[config.mk]
export PLATFORM = sky130hd
export DESIGN_NAME = ussri_top
export DESIGN_NICKNAME = d
export VERILOG_FILES = /design/src/ussri_pkg.sv /design/src/ussri_top.sv
export SDC_FILE = /design/constraint.sdc
export NUM_CORES = 1
export LEC_CHECK = 0
export BUFFER_PORTS_ARGS = -buffer_cell sky130_fd_sc_hd__buf_4
export CAP_MARGIN = 0
export CELL_PAD_IN_SITES_DETAIL_PLACEMENT = 1
export CELL_PAD_IN_SITES_GLOBAL_PLACEMENT = 1
export CORE_MARGIN = 2
export CORE_UTILIZATION = 47
export CTS_CLUSTER_DIAMETER = 80
export DETAILED_ROUTE_END_ITERATION = 16
export GPL_TIMING_DRIVEN = 1
export PLACE_DENSITY_LB_ADDON = 0.1
export SYNTH_ARGS = -nofsm -noshare
export SYNTH_HDL_FRONTEND = slang
export SYNTH_SLANG_ARGS = --single-unit
[constraint.sdc]
create_clock -name core_clk -period 5.4 [get_ports core_clk]
set_input_delay 0.54 -clock core_clk [delete_from_list [all_inputs] [get_ports core_clk]]
set_output_delay 0.54 -clock core_clk [all_outputs]
set_load 0.02 [all_outputs]
[src/ussri_pkg.sv]
// Package with register map, field positions and state record of the unit
package ussri_pkg;

    // Register byte offsets on the APB bus
    localparam logic [7:0] OFF_IRQ_CONTROL_MAIN  = 8'h00;
    localparam logic [7:0] OFF_PERIPH_IRQ_ENABLE = 8'h04;
    localparam logic [7:0] OFF_PERIPH_IRQ_FLAGS  = 8'h08;
    localparam logic [7:0] OFF_RECEIVE_STATUS    = 8'h0C;
    localparam logic [7:0] OFF_TRANSMIT_STATUS   = 8'h10;
    localparam logic [7:0] OFF_TRANSMIT_HOLDING  = 8'h14;
    localparam logic [7:0] OFF_RECEIVE_DATA      = 8'h18;
    localparam logic [7:0] OFF_PORT_C_DIRECTION  = 8'h1C;
    localparam logic [7:0] OFF_IRQ_STATUS        = 8'h20;
    localparam logic [7:0] OFF_IRQ_MASK          = 8'h24;

    // Field positions
    localparam int GLOBAL_IRQ_ENABLE_BIT   = 7;
    localparam int PERIPH_IRQ_ENABLE_BIT   = 6;
    localparam int RX_IRQ_ENABLE_BIT       = 5;
    localparam int TX_IRQ_ENABLE_BIT       = 4;
    localparam int RX_PENDING_FLAG_BIT     = 5;
    localparam int TX_READY_FLAG_BIT       = 4;
    localparam int SERIAL_PORT_ENABLE_BIT  = 7;
    localparam int RX_NINE_BIT_ENABLE_BIT  = 6;
    localparam int SINGLE_RECEIVE_BIT      = 5;
    localparam int CONTINUOUS_RECEIVE_BIT  = 4;
    localparam int ADDRESS_DETECT_BIT      = 3;
    localparam int OVERRUN_BIT             = 1;
    localparam int RX_NINTH_BIT            = 0;
    localparam int CLOCK_SOURCE_SELECT_BIT = 7;
    localparam int TX_NINE_BIT_ENABLE_BIT  = 6;
    localparam int TRANSMIT_ENABLE_BIT     = 5;
    localparam int SYNC_MODE_BIT           = 4;
    localparam int TX_SHIFT_EMPTY_BIT      = 1;
    localparam int TX_NINTH_BIT            = 0;
    localparam int EV_RX_CHAR_BIT          = 0;
    localparam int EV_TX_READY_BIT         = 1;
    localparam int EV_OVERRUN_BIT          = 2;

    // Reset values
    localparam logic [7:0] RST_IRQ_CONTROL_MAIN = 8'h00;
    localparam logic [7:0] RST_PERIPH_IRQ_EN    = 8'h00;
    localparam logic [7:0] RST_RECEIVE_STATUS   = 8'h00;
    localparam logic [7:0] RST_TRANSMIT_STATUS  = 8'h02;
    localparam logic [7:0] RST_PORT_C_DIRECTION = 8'hFF;
    localparam logic [7:0] RST_TRANSMIT_HOLDING = 8'h00;

    // Character lengths and FIFO depth
    localparam logic [3:0] CHAR_BITS_EIGHT = 4'h8;
    localparam logic [3:0] CHAR_BITS_NINE  = 4'h9;
    localparam logic [1:0] FIFO_DEPTH      = 2'h2;

    typedef struct packed {
        logic [7:0]      irq_control_main;
        logic [7:0]      periph_irq_enable_one;
        logic [7:0]      receive_status_control;
        logic [7:0]      transmit_status_control;
        logic [7:0]      port_c_direction;
        logic [7:0]      transmit_holding;
        logic            hold_ninth;
        logic            hold_full;
        logic [8:0]      transmit_shift_register;
        logic [3:0]      tx_cnt;
        logic            tx_busy;
        logic [8:0]      rx_shift;
        logic [3:0]      rx_cnt;
        logic [1:0][8:0] fifo;
        logic [1:0]      fifo_cnt;
        logic            ck_s1;
        logic            ck_s2;
        logic            ck_s3;
        logic            dt_s1;
        logic            dt_s2;
        logic            dt_out;
        logic            dt_oe;
        logic [2:0]      irq_stat;
        logic [2:0]      irq_mask;
        logic            irq;
        logic            cpu_irq_req;
        logic            wake_req;
        logic            pready;
        logic            pslverr;
        logic [31:0]     prdata;
    } ussri_state_t;

endpackage : ussri_pkg

[src/ussri_top.sv]
// Synchronous slave serial unit with receive FIFO, APB registers and interrupts
`timescale 1ns/1ps

//Contract
// - Receive-pending flag high while unit enabled and FIFO holds an unread character.
// - Receive-pending flag is read only; writes to the flags register never change it.
// - Receive interrupt request needs receive, peripheral and global enables set.
// - Receive-pending flag ignores enables; enables gate only the request.
// - Sync select one plus clock source zero gives external-clock slave.
// - Slave transmits when both receive enables are zero and transmit enable is set; receives when either receive enable is set.
// - Serial port enable turns the unit on; cleared, slave logic idles.
// - Slave transmit matches master transmit except clock source and sleep.
// - Two words before sleep: first shifts out, second waits, ready stays clear.
// - After first character leaves, second moves to shifter, then ready sets.
// - Transmit-ready with peripheral and transmit enables wakes core; global vectors.
// - Nine-bit enable plus ninth bit field; writing low byte starts sending.
// - Received characters enter a two-deep FIFO; a third may be shifting.
// - Reading receive data pops and returns the oldest FIFO character.
module ussri_top (
    input  wire logic        core_clk,
    input  wire logic        sys_rst,
    input  wire logic        psel,
    input  wire logic        penable,
    input  wire logic        pwrite,
    input  wire logic [7:0]  paddr,
    input  wire logic [31:0] pwdata,
    output logic             pready,
    output logic [31:0]      prdata,
    output logic             pslverr,
    input  wire logic        sleep_mode,
    input  wire logic        link_ck,
    input  wire logic        dt_in,
    output logic             dt_out,
    output logic             dt_oe,
    output logic             irq,
    output logic             cpu_irq_req,
    output logic             wake_req
);

    ussri_pkg::ussri_state_t st_reg;
    ussri_pkg::ussri_state_t st_next;

    logic       serial_port_enable;
    logic       slave_mode;
    logic       rx_mode;
    logic       tx_active;
    logic       rx_active;
    logic       rx_pending_flag;
    logic       tx_ready_flag;
    logic       ck_rise;
    logic       ck_fall;
    logic [3:0] tx_bits;
    logic [3:0] rx_bits;
    logic       wr_done;
    logic       rd_done;
    logic       ev_rx;
    logic       ev_tx;
    logic       ev_ovr;

    assign serial_port_enable = st_reg.receive_status_control[
        ussri_pkg::SERIAL_PORT_ENABLE_BIT];
    assign slave_mode = serial_port_enable
        && st_reg.transmit_status_control[ussri_pkg::SYNC_MODE_BIT]
        && !st_reg.transmit_status_control[
            ussri_pkg::CLOCK_SOURCE_SELECT_BIT];
    assign rx_mode = st_reg.receive_status_control[
                         ussri_pkg::SINGLE_RECEIVE_BIT]
        || st_reg.receive_status_control[ussri_pkg::CONTINUOUS_RECEIVE_BIT];
    assign tx_active = slave_mode && !rx_mode
        && st_reg.transmit_status_control[ussri_pkg::TRANSMIT_ENABLE_BIT];
    // Overrun halts reception until continuous receive is cleared
    assign rx_active = slave_mode && rx_mode
        && !st_reg.receive_status_control[ussri_pkg::OVERRUN_BIT];
    assign rx_pending_flag = serial_port_enable && (st_reg.fifo_cnt != 2'h0);
    assign tx_ready_flag = !st_reg.hold_full;
    // Edges are found only on the second synchroniser stage onward
    assign ck_rise = st_reg.ck_s2 && !st_reg.ck_s3;
    assign ck_fall = !st_reg.ck_s2 && st_reg.ck_s3;
    assign tx_bits = st_reg.transmit_status_control[
        ussri_pkg::TX_NINE_BIT_ENABLE_BIT] ? ussri_pkg::CHAR_BITS_NINE
                                            : ussri_pkg::CHAR_BITS_EIGHT;
    assign rx_bits = st_reg.receive_status_control[
        ussri_pkg::RX_NINE_BIT_ENABLE_BIT] ? ussri_pkg::CHAR_BITS_NINE
                                            : ussri_pkg::CHAR_BITS_EIGHT;
    assign wr_done = psel && penable && st_reg.pready && pwrite;
    assign rd_done = psel && penable && st_reg.pready && !pwrite;

    always_comb begin
        st_next = st_reg;
        ev_rx   = 1'b0;
        ev_tx   = 1'b0;
        ev_ovr  = 1'b0;
        // Link pins pass two flip-flops before use
        st_next.ck_s1 = link_ck;
        st_next.ck_s2 = st_reg.ck_s1;
        st_next.ck_s3 = st_reg.ck_s2;
        st_next.dt_s1 = dt_in;
        st_next.dt_s2 = st_reg.dt_s1;

        // APB: one wait-free access phase, pready one cycle after setup
        st_next.pready  = psel && !penable;
        st_next.pslverr = 1'b0;
        if (psel && !penable) begin
            st_next.prdata = 32'h0000_0000;
            unique case (paddr)
                ussri_pkg::OFF_IRQ_CONTROL_MAIN:
                    st_next.prdata[7:0] = st_reg.irq_control_main;
                ussri_pkg::OFF_PERIPH_IRQ_ENABLE:
                    st_next.prdata[7:0] = st_reg.periph_irq_enable_one;
                ussri_pkg::OFF_PERIPH_IRQ_FLAGS: begin
                    st_next.prdata[ussri_pkg::RX_PENDING_FLAG_BIT] = rx_pending_flag;
                    st_next.prdata[ussri_pkg::TX_READY_FLAG_BIT]   = tx_ready_flag;
                end
                ussri_pkg::OFF_RECEIVE_STATUS: begin
                    st_next.prdata[7:0] = st_reg.receive_status_control;
                    st_next.prdata[ussri_pkg::RX_NINTH_BIT] =
                        st_reg.fifo[0][8];
                end
                ussri_pkg::OFF_TRANSMIT_STATUS: begin
                    st_next.prdata[7:0] = st_reg.transmit_status_control;
                    st_next.prdata[ussri_pkg::TX_SHIFT_EMPTY_BIT] =
                        !st_reg.tx_busy;
                end
                ussri_pkg::OFF_TRANSMIT_HOLDING:
                    st_next.prdata[7:0] = st_reg.transmit_holding;
                ussri_pkg::OFF_RECEIVE_DATA:
                    st_next.prdata[7:0] = st_reg.fifo[0][7:0];
                ussri_pkg::OFF_PORT_C_DIRECTION:
                    st_next.prdata[7:0] = st_reg.port_c_direction;
                ussri_pkg::OFF_IRQ_STATUS:
                    st_next.prdata[2:0] = st_reg.irq_stat;
                ussri_pkg::OFF_IRQ_MASK:
                    st_next.prdata[2:0] = st_reg.irq_mask;
                default:
                    st_next.pslverr = 1'b1;
            endcase
        end

        if (wr_done) begin
            unique case (paddr)
                ussri_pkg::OFF_IRQ_CONTROL_MAIN:
                    st_next.irq_control_main = pwdata[7:0];
                ussri_pkg::OFF_PERIPH_IRQ_ENABLE:
                    st_next.periph_irq_enable_one = pwdata[7:0];
                ussri_pkg::OFF_PERIPH_IRQ_FLAGS: ;
                ussri_pkg::OFF_RECEIVE_STATUS: begin
                    st_next.receive_status_control[7:3] = pwdata[7:3];
                    // Clearing continuous receive also clears overrun
                    if (!pwdata[ussri_pkg::CONTINUOUS_RECEIVE_BIT]) begin
                        st_next.receive_status_control[
                            ussri_pkg::OVERRUN_BIT] = 1'b0;
                    end
                end
                ussri_pkg::OFF_TRANSMIT_STATUS: begin
                    st_next.transmit_status_control[7:4] = pwdata[7:4];
                    st_next.transmit_status_control[2]   = pwdata[2];
                    st_next.transmit_status_control[0]   = pwdata[0];
                end
                ussri_pkg::OFF_TRANSMIT_HOLDING: begin
                    st_next.transmit_holding = pwdata[7:0];
                    st_next.hold_ninth = st_reg.transmit_status_control[
                        ussri_pkg::TX_NINTH_BIT];
                    st_next.hold_full = 1'b1;
                end
                ussri_pkg::OFF_PORT_C_DIRECTION:
                    st_next.port_c_direction = pwdata[7:0];
                ussri_pkg::OFF_IRQ_STATUS:
                    st_next.irq_stat = st_reg.irq_stat & ~pwdata[2:0];
                ussri_pkg::OFF_IRQ_MASK:
                    st_next.irq_mask = pwdata[2:0];
                default: ;
            endcase
        end

        if (rd_done && paddr == ussri_pkg::OFF_RECEIVE_DATA
            && st_reg.fifo_cnt != 2'h0) begin
            st_next.fifo[0]  = st_reg.fifo[1];
            st_next.fifo_cnt = st_reg.fifo_cnt - 2'h1;
        end

        if (!tx_active) begin
            st_next.tx_busy = 1'b0;
            st_next.tx_cnt  = 4'h0;
        end else if (st_reg.tx_busy) begin
            // rising edge launches, falling edge shifts; master samples just before its next rising edge
            if (ck_rise) begin
                st_next.dt_out = st_reg.transmit_shift_register[0];
            end
            if (ck_fall) begin
                st_next.transmit_shift_register =
                    {1'b0, st_reg.transmit_shift_register[8:1]};
                st_next.tx_cnt = st_reg.tx_cnt + 4'h1;
                if (st_reg.tx_cnt + 4'h1 == tx_bits) begin
                    st_next.tx_busy = 1'b0;
                    st_next.tx_cnt  = 4'h0;
                end
            end
        end else if (st_reg.hold_full && !wr_done) begin
            // first word goes straight to shifter
            // held word follows, then ready rises
            st_next.transmit_shift_register =
                {st_reg.hold_ninth, st_reg.transmit_holding};
            st_next.tx_busy   = 1'b1;
            st_next.tx_cnt    = 4'h0;
            st_next.hold_full = 1'b0;
            ev_tx             = 1'b1;
        end
        // pin driven only in transmit mode
        st_next.dt_oe = tx_active;

        if (!rx_active) begin
            st_next.rx_cnt = 4'h0;
        end else if (ck_fall) begin
            // receive sample on master clock falling edge
            st_next.rx_shift[st_reg.rx_cnt] = st_reg.dt_s2;
            st_next.rx_cnt = st_reg.rx_cnt + 4'h1;
            if (st_reg.rx_cnt + 4'h1 == rx_bits) begin
                st_next.rx_cnt = 4'h0;
                if (rx_bits == ussri_pkg::CHAR_BITS_EIGHT) begin
                    st_next.rx_shift[8] = 1'b0;
                end
                if (st_next.fifo_cnt == ussri_pkg::FIFO_DEPTH) begin
                    st_next.receive_status_control[
                        ussri_pkg::OVERRUN_BIT] = 1'b1;
                    ev_ovr = 1'b1;
                end else begin
                    st_next.fifo[st_next.fifo_cnt[0]] = st_next.rx_shift;
                    st_next.fifo_cnt = st_next.fifo_cnt + 2'h1;
                    ev_rx = 1'b1;
                end
                st_next.rx_shift = 9'h000;
                // Single receive ends after one character
                if (!st_reg.receive_status_control[
                        ussri_pkg::CONTINUOUS_RECEIVE_BIT]) begin
                    st_next.receive_status_control[
                        ussri_pkg::SINGLE_RECEIVE_BIT] = 1'b0;
                end
            end
        end

        // Sticky events: a set in the clear cycle wins
        st_next.irq_stat[ussri_pkg::EV_RX_CHAR_BIT] =
            st_next.irq_stat[ussri_pkg::EV_RX_CHAR_BIT] | ev_rx;
        st_next.irq_stat[ussri_pkg::EV_TX_READY_BIT] =
            st_next.irq_stat[ussri_pkg::EV_TX_READY_BIT] | ev_tx;
        st_next.irq_stat[ussri_pkg::EV_OVERRUN_BIT] =
            st_next.irq_stat[ussri_pkg::EV_OVERRUN_BIT] | ev_ovr;
        st_next.irq = |(st_reg.irq_stat & st_reg.irq_mask);

        // all three enables gate the request
        st_next.cpu_irq_req =
            st_reg.irq_control_main[ussri_pkg::GLOBAL_IRQ_ENABLE_BIT]
            && st_reg.irq_control_main[ussri_pkg::PERIPH_IRQ_ENABLE_BIT]
            && ((rx_pending_flag && st_reg.periph_irq_enable_one[
                     ussri_pkg::RX_IRQ_ENABLE_BIT])
                || (tx_ready_flag && st_reg.periph_irq_enable_one[
                     ussri_pkg::TX_IRQ_ENABLE_BIT]));
        st_next.wake_req = sleep_mode && tx_ready_flag
            && st_reg.irq_control_main[ussri_pkg::PERIPH_IRQ_ENABLE_BIT]
            && st_reg.periph_irq_enable_one[ussri_pkg::TX_IRQ_ENABLE_BIT];
    end

    always_ff @(posedge core_clk) begin
        if (sys_rst) begin
            st_reg <= '0;
            st_reg.irq_control_main        <= ussri_pkg::RST_IRQ_CONTROL_MAIN;
            st_reg.periph_irq_enable_one   <= ussri_pkg::RST_PERIPH_IRQ_EN;
            st_reg.receive_status_control  <= ussri_pkg::RST_RECEIVE_STATUS;
            st_reg.transmit_status_control <= ussri_pkg::RST_TRANSMIT_STATUS;
            st_reg.port_c_direction        <= ussri_pkg::RST_PORT_C_DIRECTION;
            st_reg.transmit_holding        <= ussri_pkg::RST_TRANSMIT_HOLDING;
            st_reg.dt_out                  <= 1'b1;
        end else begin
            st_reg <= st_next;
        end
    end

    assign pready      = st_reg.pready;
    assign prdata      = st_reg.prdata;
    assign pslverr     = st_reg.pslverr;
    assign dt_out      = st_reg.dt_out;
    assign dt_oe       = st_reg.dt_oe;
    assign irq         = st_reg.irq;
    assign cpu_irq_req = st_reg.cpu_irq_req;
    assign wake_req    = st_reg.wake_req;
endmodule : ussri_top

==> results.md <==
- Status: complete, no violations
- Crit end category: flop
- Crit-path max cell delay: 0.85 ns
- Predominant post-synthesis flop cell: dfxtp_1
- Synth top cells by count: dfxtp_1 (119), nor2_1 (70), mux2i_1 (66)
- TritonCTS Buffers: 17
- Post-route clock period utilization: 60.89%
- Hold Path Depth: 2
- Post-cts resize count: 0
- Fin. Hold Viols: 0
- Design Area, Final: slightly below 0.007 mm^2
- R2R Path Start: st_reg[50]
- Pin count of the biggest net entering global routing: 61
- Slew Limit Headroom: 40.61%
- Post-CTS Setup Repair Bufs: 0
- Total of max-cap violations: 0
- Reg2reg path depth: 8
- Drt total wl: 16.30 mm
- Critical path origin: st_reg[50]
- Die H: 116.3 um
- Dominant cell type by area after synthesis: dfxtp_1
- DP Wirelength: between 10 and 15 mm
- R2R Setup Slk: about 2.1 ns
- Util after Layout: between 50% and 60%
- Worst-path cell chain: inv_1 > ha_1 > nor3_1 > nand4_4 > xnor2_1 > ha_1 > or4_1 > mux2_4
- GR Util met1: 32.03%
- Met3 usage: 6.175%
- PortBufs: 38
- GRT Overall Usage: 25.75%
- Pins over their slew limit: 0
- Non-filler cells, final: 858
- Ports: 87
- Hold Crit Start: dt_in
- Reg area: between 0.002 and 0.0025 mm^2
- Post-CTS Hold Buffers: 0
- Pwr Density: roughly 320 mW/mm^2
- Bufs on Longest Clock Path: 2
- Mapped Area: around 0.006 mm^2
- Post-synthesis sequential area ratio: roughly two fifths
- Busiest layer in global routing: met2
- Crit path arrival time: 3.59 ns
- Cell mode on critical path: ha_1
- # rows: between 40 and 50
- Startpoint types: flop
- Vias: 4851
- Setup Skew: 0.005227 ns
- DR vias/cell: 5.654
- First-pass GRT wire length: roughly 26 mm
- Worst-path fanout max: 15
- Nets@finish: 728
- Critical path class: flop to flop
- Share of cells above drive strength 1: about 16%
- RSZ-0062 raised after global routing: false
- Initial DRC Count: 244
- Total power: around 2.1 mW
- Post-layout min period: 3.288 ns
- Post-synth EDFFs: 0
- Fin Hold WS: 0.3302 ns
- Final setup viols: 0
- Worst setup margin: roughly 2.1 ns
- CP max stage cell: or4_1
- N_diodes: 0
- Placed cell area: 0.006133 mm^2
- Flops & latches, synth: 119
- Syn Inst Count: 660
- Met2 Usage GRT: between 40% and 50%
- Worst skew pair latency: 0.42 ns
- Core Area: 0.01247 mm^2
- Drt pass-1 iters: 4
- Die W: about 120 um
- Worst Hold Class: primary input to flop
- Setup_tns: 0 ns
- Worst-Margin Slew: 0.8869 ns
- Lkg Pwr: 2.832 nW
- Antenna violations before repair: 0
- Die area: about 0.014 mm^2
- Fmax: 304.1 MHz
- Post-synth ARST share: 0%
- Antenna Nets Post-Route: 0
- Placed Cells: 826
- Area of the multi-input gates: 0.003168 mm^2
- Avg WL per Cell: 18.99 um
- Cell variety after synth: 59
- Global route total overflow: 0
- YS warnings: 0
- Largest register FFs: between 90 and 100
- Max VDD drop: 0.2172 mV
- Worst Path Required: 5.71 ns
- Clk root buf: clkbuf_16
- Most used standard cell by instance count after synthesis: dfxtp_1
- Vias in the first global route: 5051
- CTS H-tree depth: 4
- Area growth syn-to-layout: 13.89%
- Post-Place Setup Slack: 1.879 ns
- Post-synthesis average cell area: 8.980 um^2
- Top cell type's share of synthesized area: 40.19%
- Register clock-pin slew on the reported worst setup and hold paths: 0.05 ns
- Top post-synthesis cells by area: dfxtp_1 (40%), mux2i_1 (11%), nor2_1 (4.4%)
- CTS sink count: about 120
- CTS tree: done
- DRC errors left: 0
- Filler cells: 1461
- Initial Util: 47.55%
- Routability cong.: roughly 0.90
-- critical path: cells and delay by family (launching register included) --
family / cells / cell delay [ns]
simple gates: 3 / 1.52
fa+ha+maj: 2 / 0.49
mux: 1 / 0.40
flops: 1 / 0.37
xor+xnor: 1 / 0.28
buf+inv: 1 / 0.10
-- cell type report --
class                   instances  share of cell area [%]
multi-input cells             479                   46.93
flip-flops and latches        119                   35.29
clock buffers                  20                   6.914
repair buffers                 42                   4.671
well taps                     172                   3.188
clock inverters                12                   2.224
inverters                      14                  0.7785
-- cells by family after synthesis --
kind of cell             Yosys count  share of synthesized area (%)
AND/OR/NAND/NOR                  247                          21.15
flip-flops                       119                          40.19
AO/OA/AOI/OAI                    106                          11.80
multiplexers                      88                          16.47
buffers and inverters             85                          7.811
adder cells (fa/ha/maj)            7                          1.478
XOR/XNOR                           7                          1.034
other                              1                        0.06327
-- report_power, final --
group	internal [mW]	switching, mW
clock network	0.758	0.407
logic	0.0264	0.0696
registers	0.881	0.00241
-- cells in the final DEF (no fill, tap or decap), drive strengths merged, types with 3 or more instances in the layout --
cell type / instances
conb: 24
nand3: 34
nor3: 20
a211o: 10
xnor2: 3
o22ai: 7
clkbuf: 20
o2bb2ai: 8
nor3b: 3
or4: 3
and2: 4
clkinv: 6
o211ai: 3
a21oi: 36
clkinvlp: 3
buf: 42
a211oi: 4
mux4: 3
nor2: 70
xor2: 4
and3: 3
mux2: 19
nand3b: 3
or2: 3
nor2b: 21
bufinv: 3
nand2b: 6
a22oi: 11
dfxtp: 119
mux2i: 66
o21ai: 14
inv: 14
nand2: 57
nand4: 7
ha: 7
-- metal layers --
| layer | up-vias | part of all wire (%) |
|---|---|---|
| met5 | - | 0 |
| met4 | 0 | 3.6 |
| met3 | 40 | 5.4 |
| met2 | 125 | 48 |
| met1 | 2380 | 43 |
| li1 | 2306 | - |
-- how the worst min path moves through the flow --
stage	end	slack, ns
after floorplan	st_next[47]	0.41
after global routing	st_next[45]	0.33
final	st_next[45]	0.33
after detailed placement	st_next[47]	0.43
after CTS	st_next[45]	0.32
after global placement	st_next[47]	0.42
(Power assumes the default switching activity.)
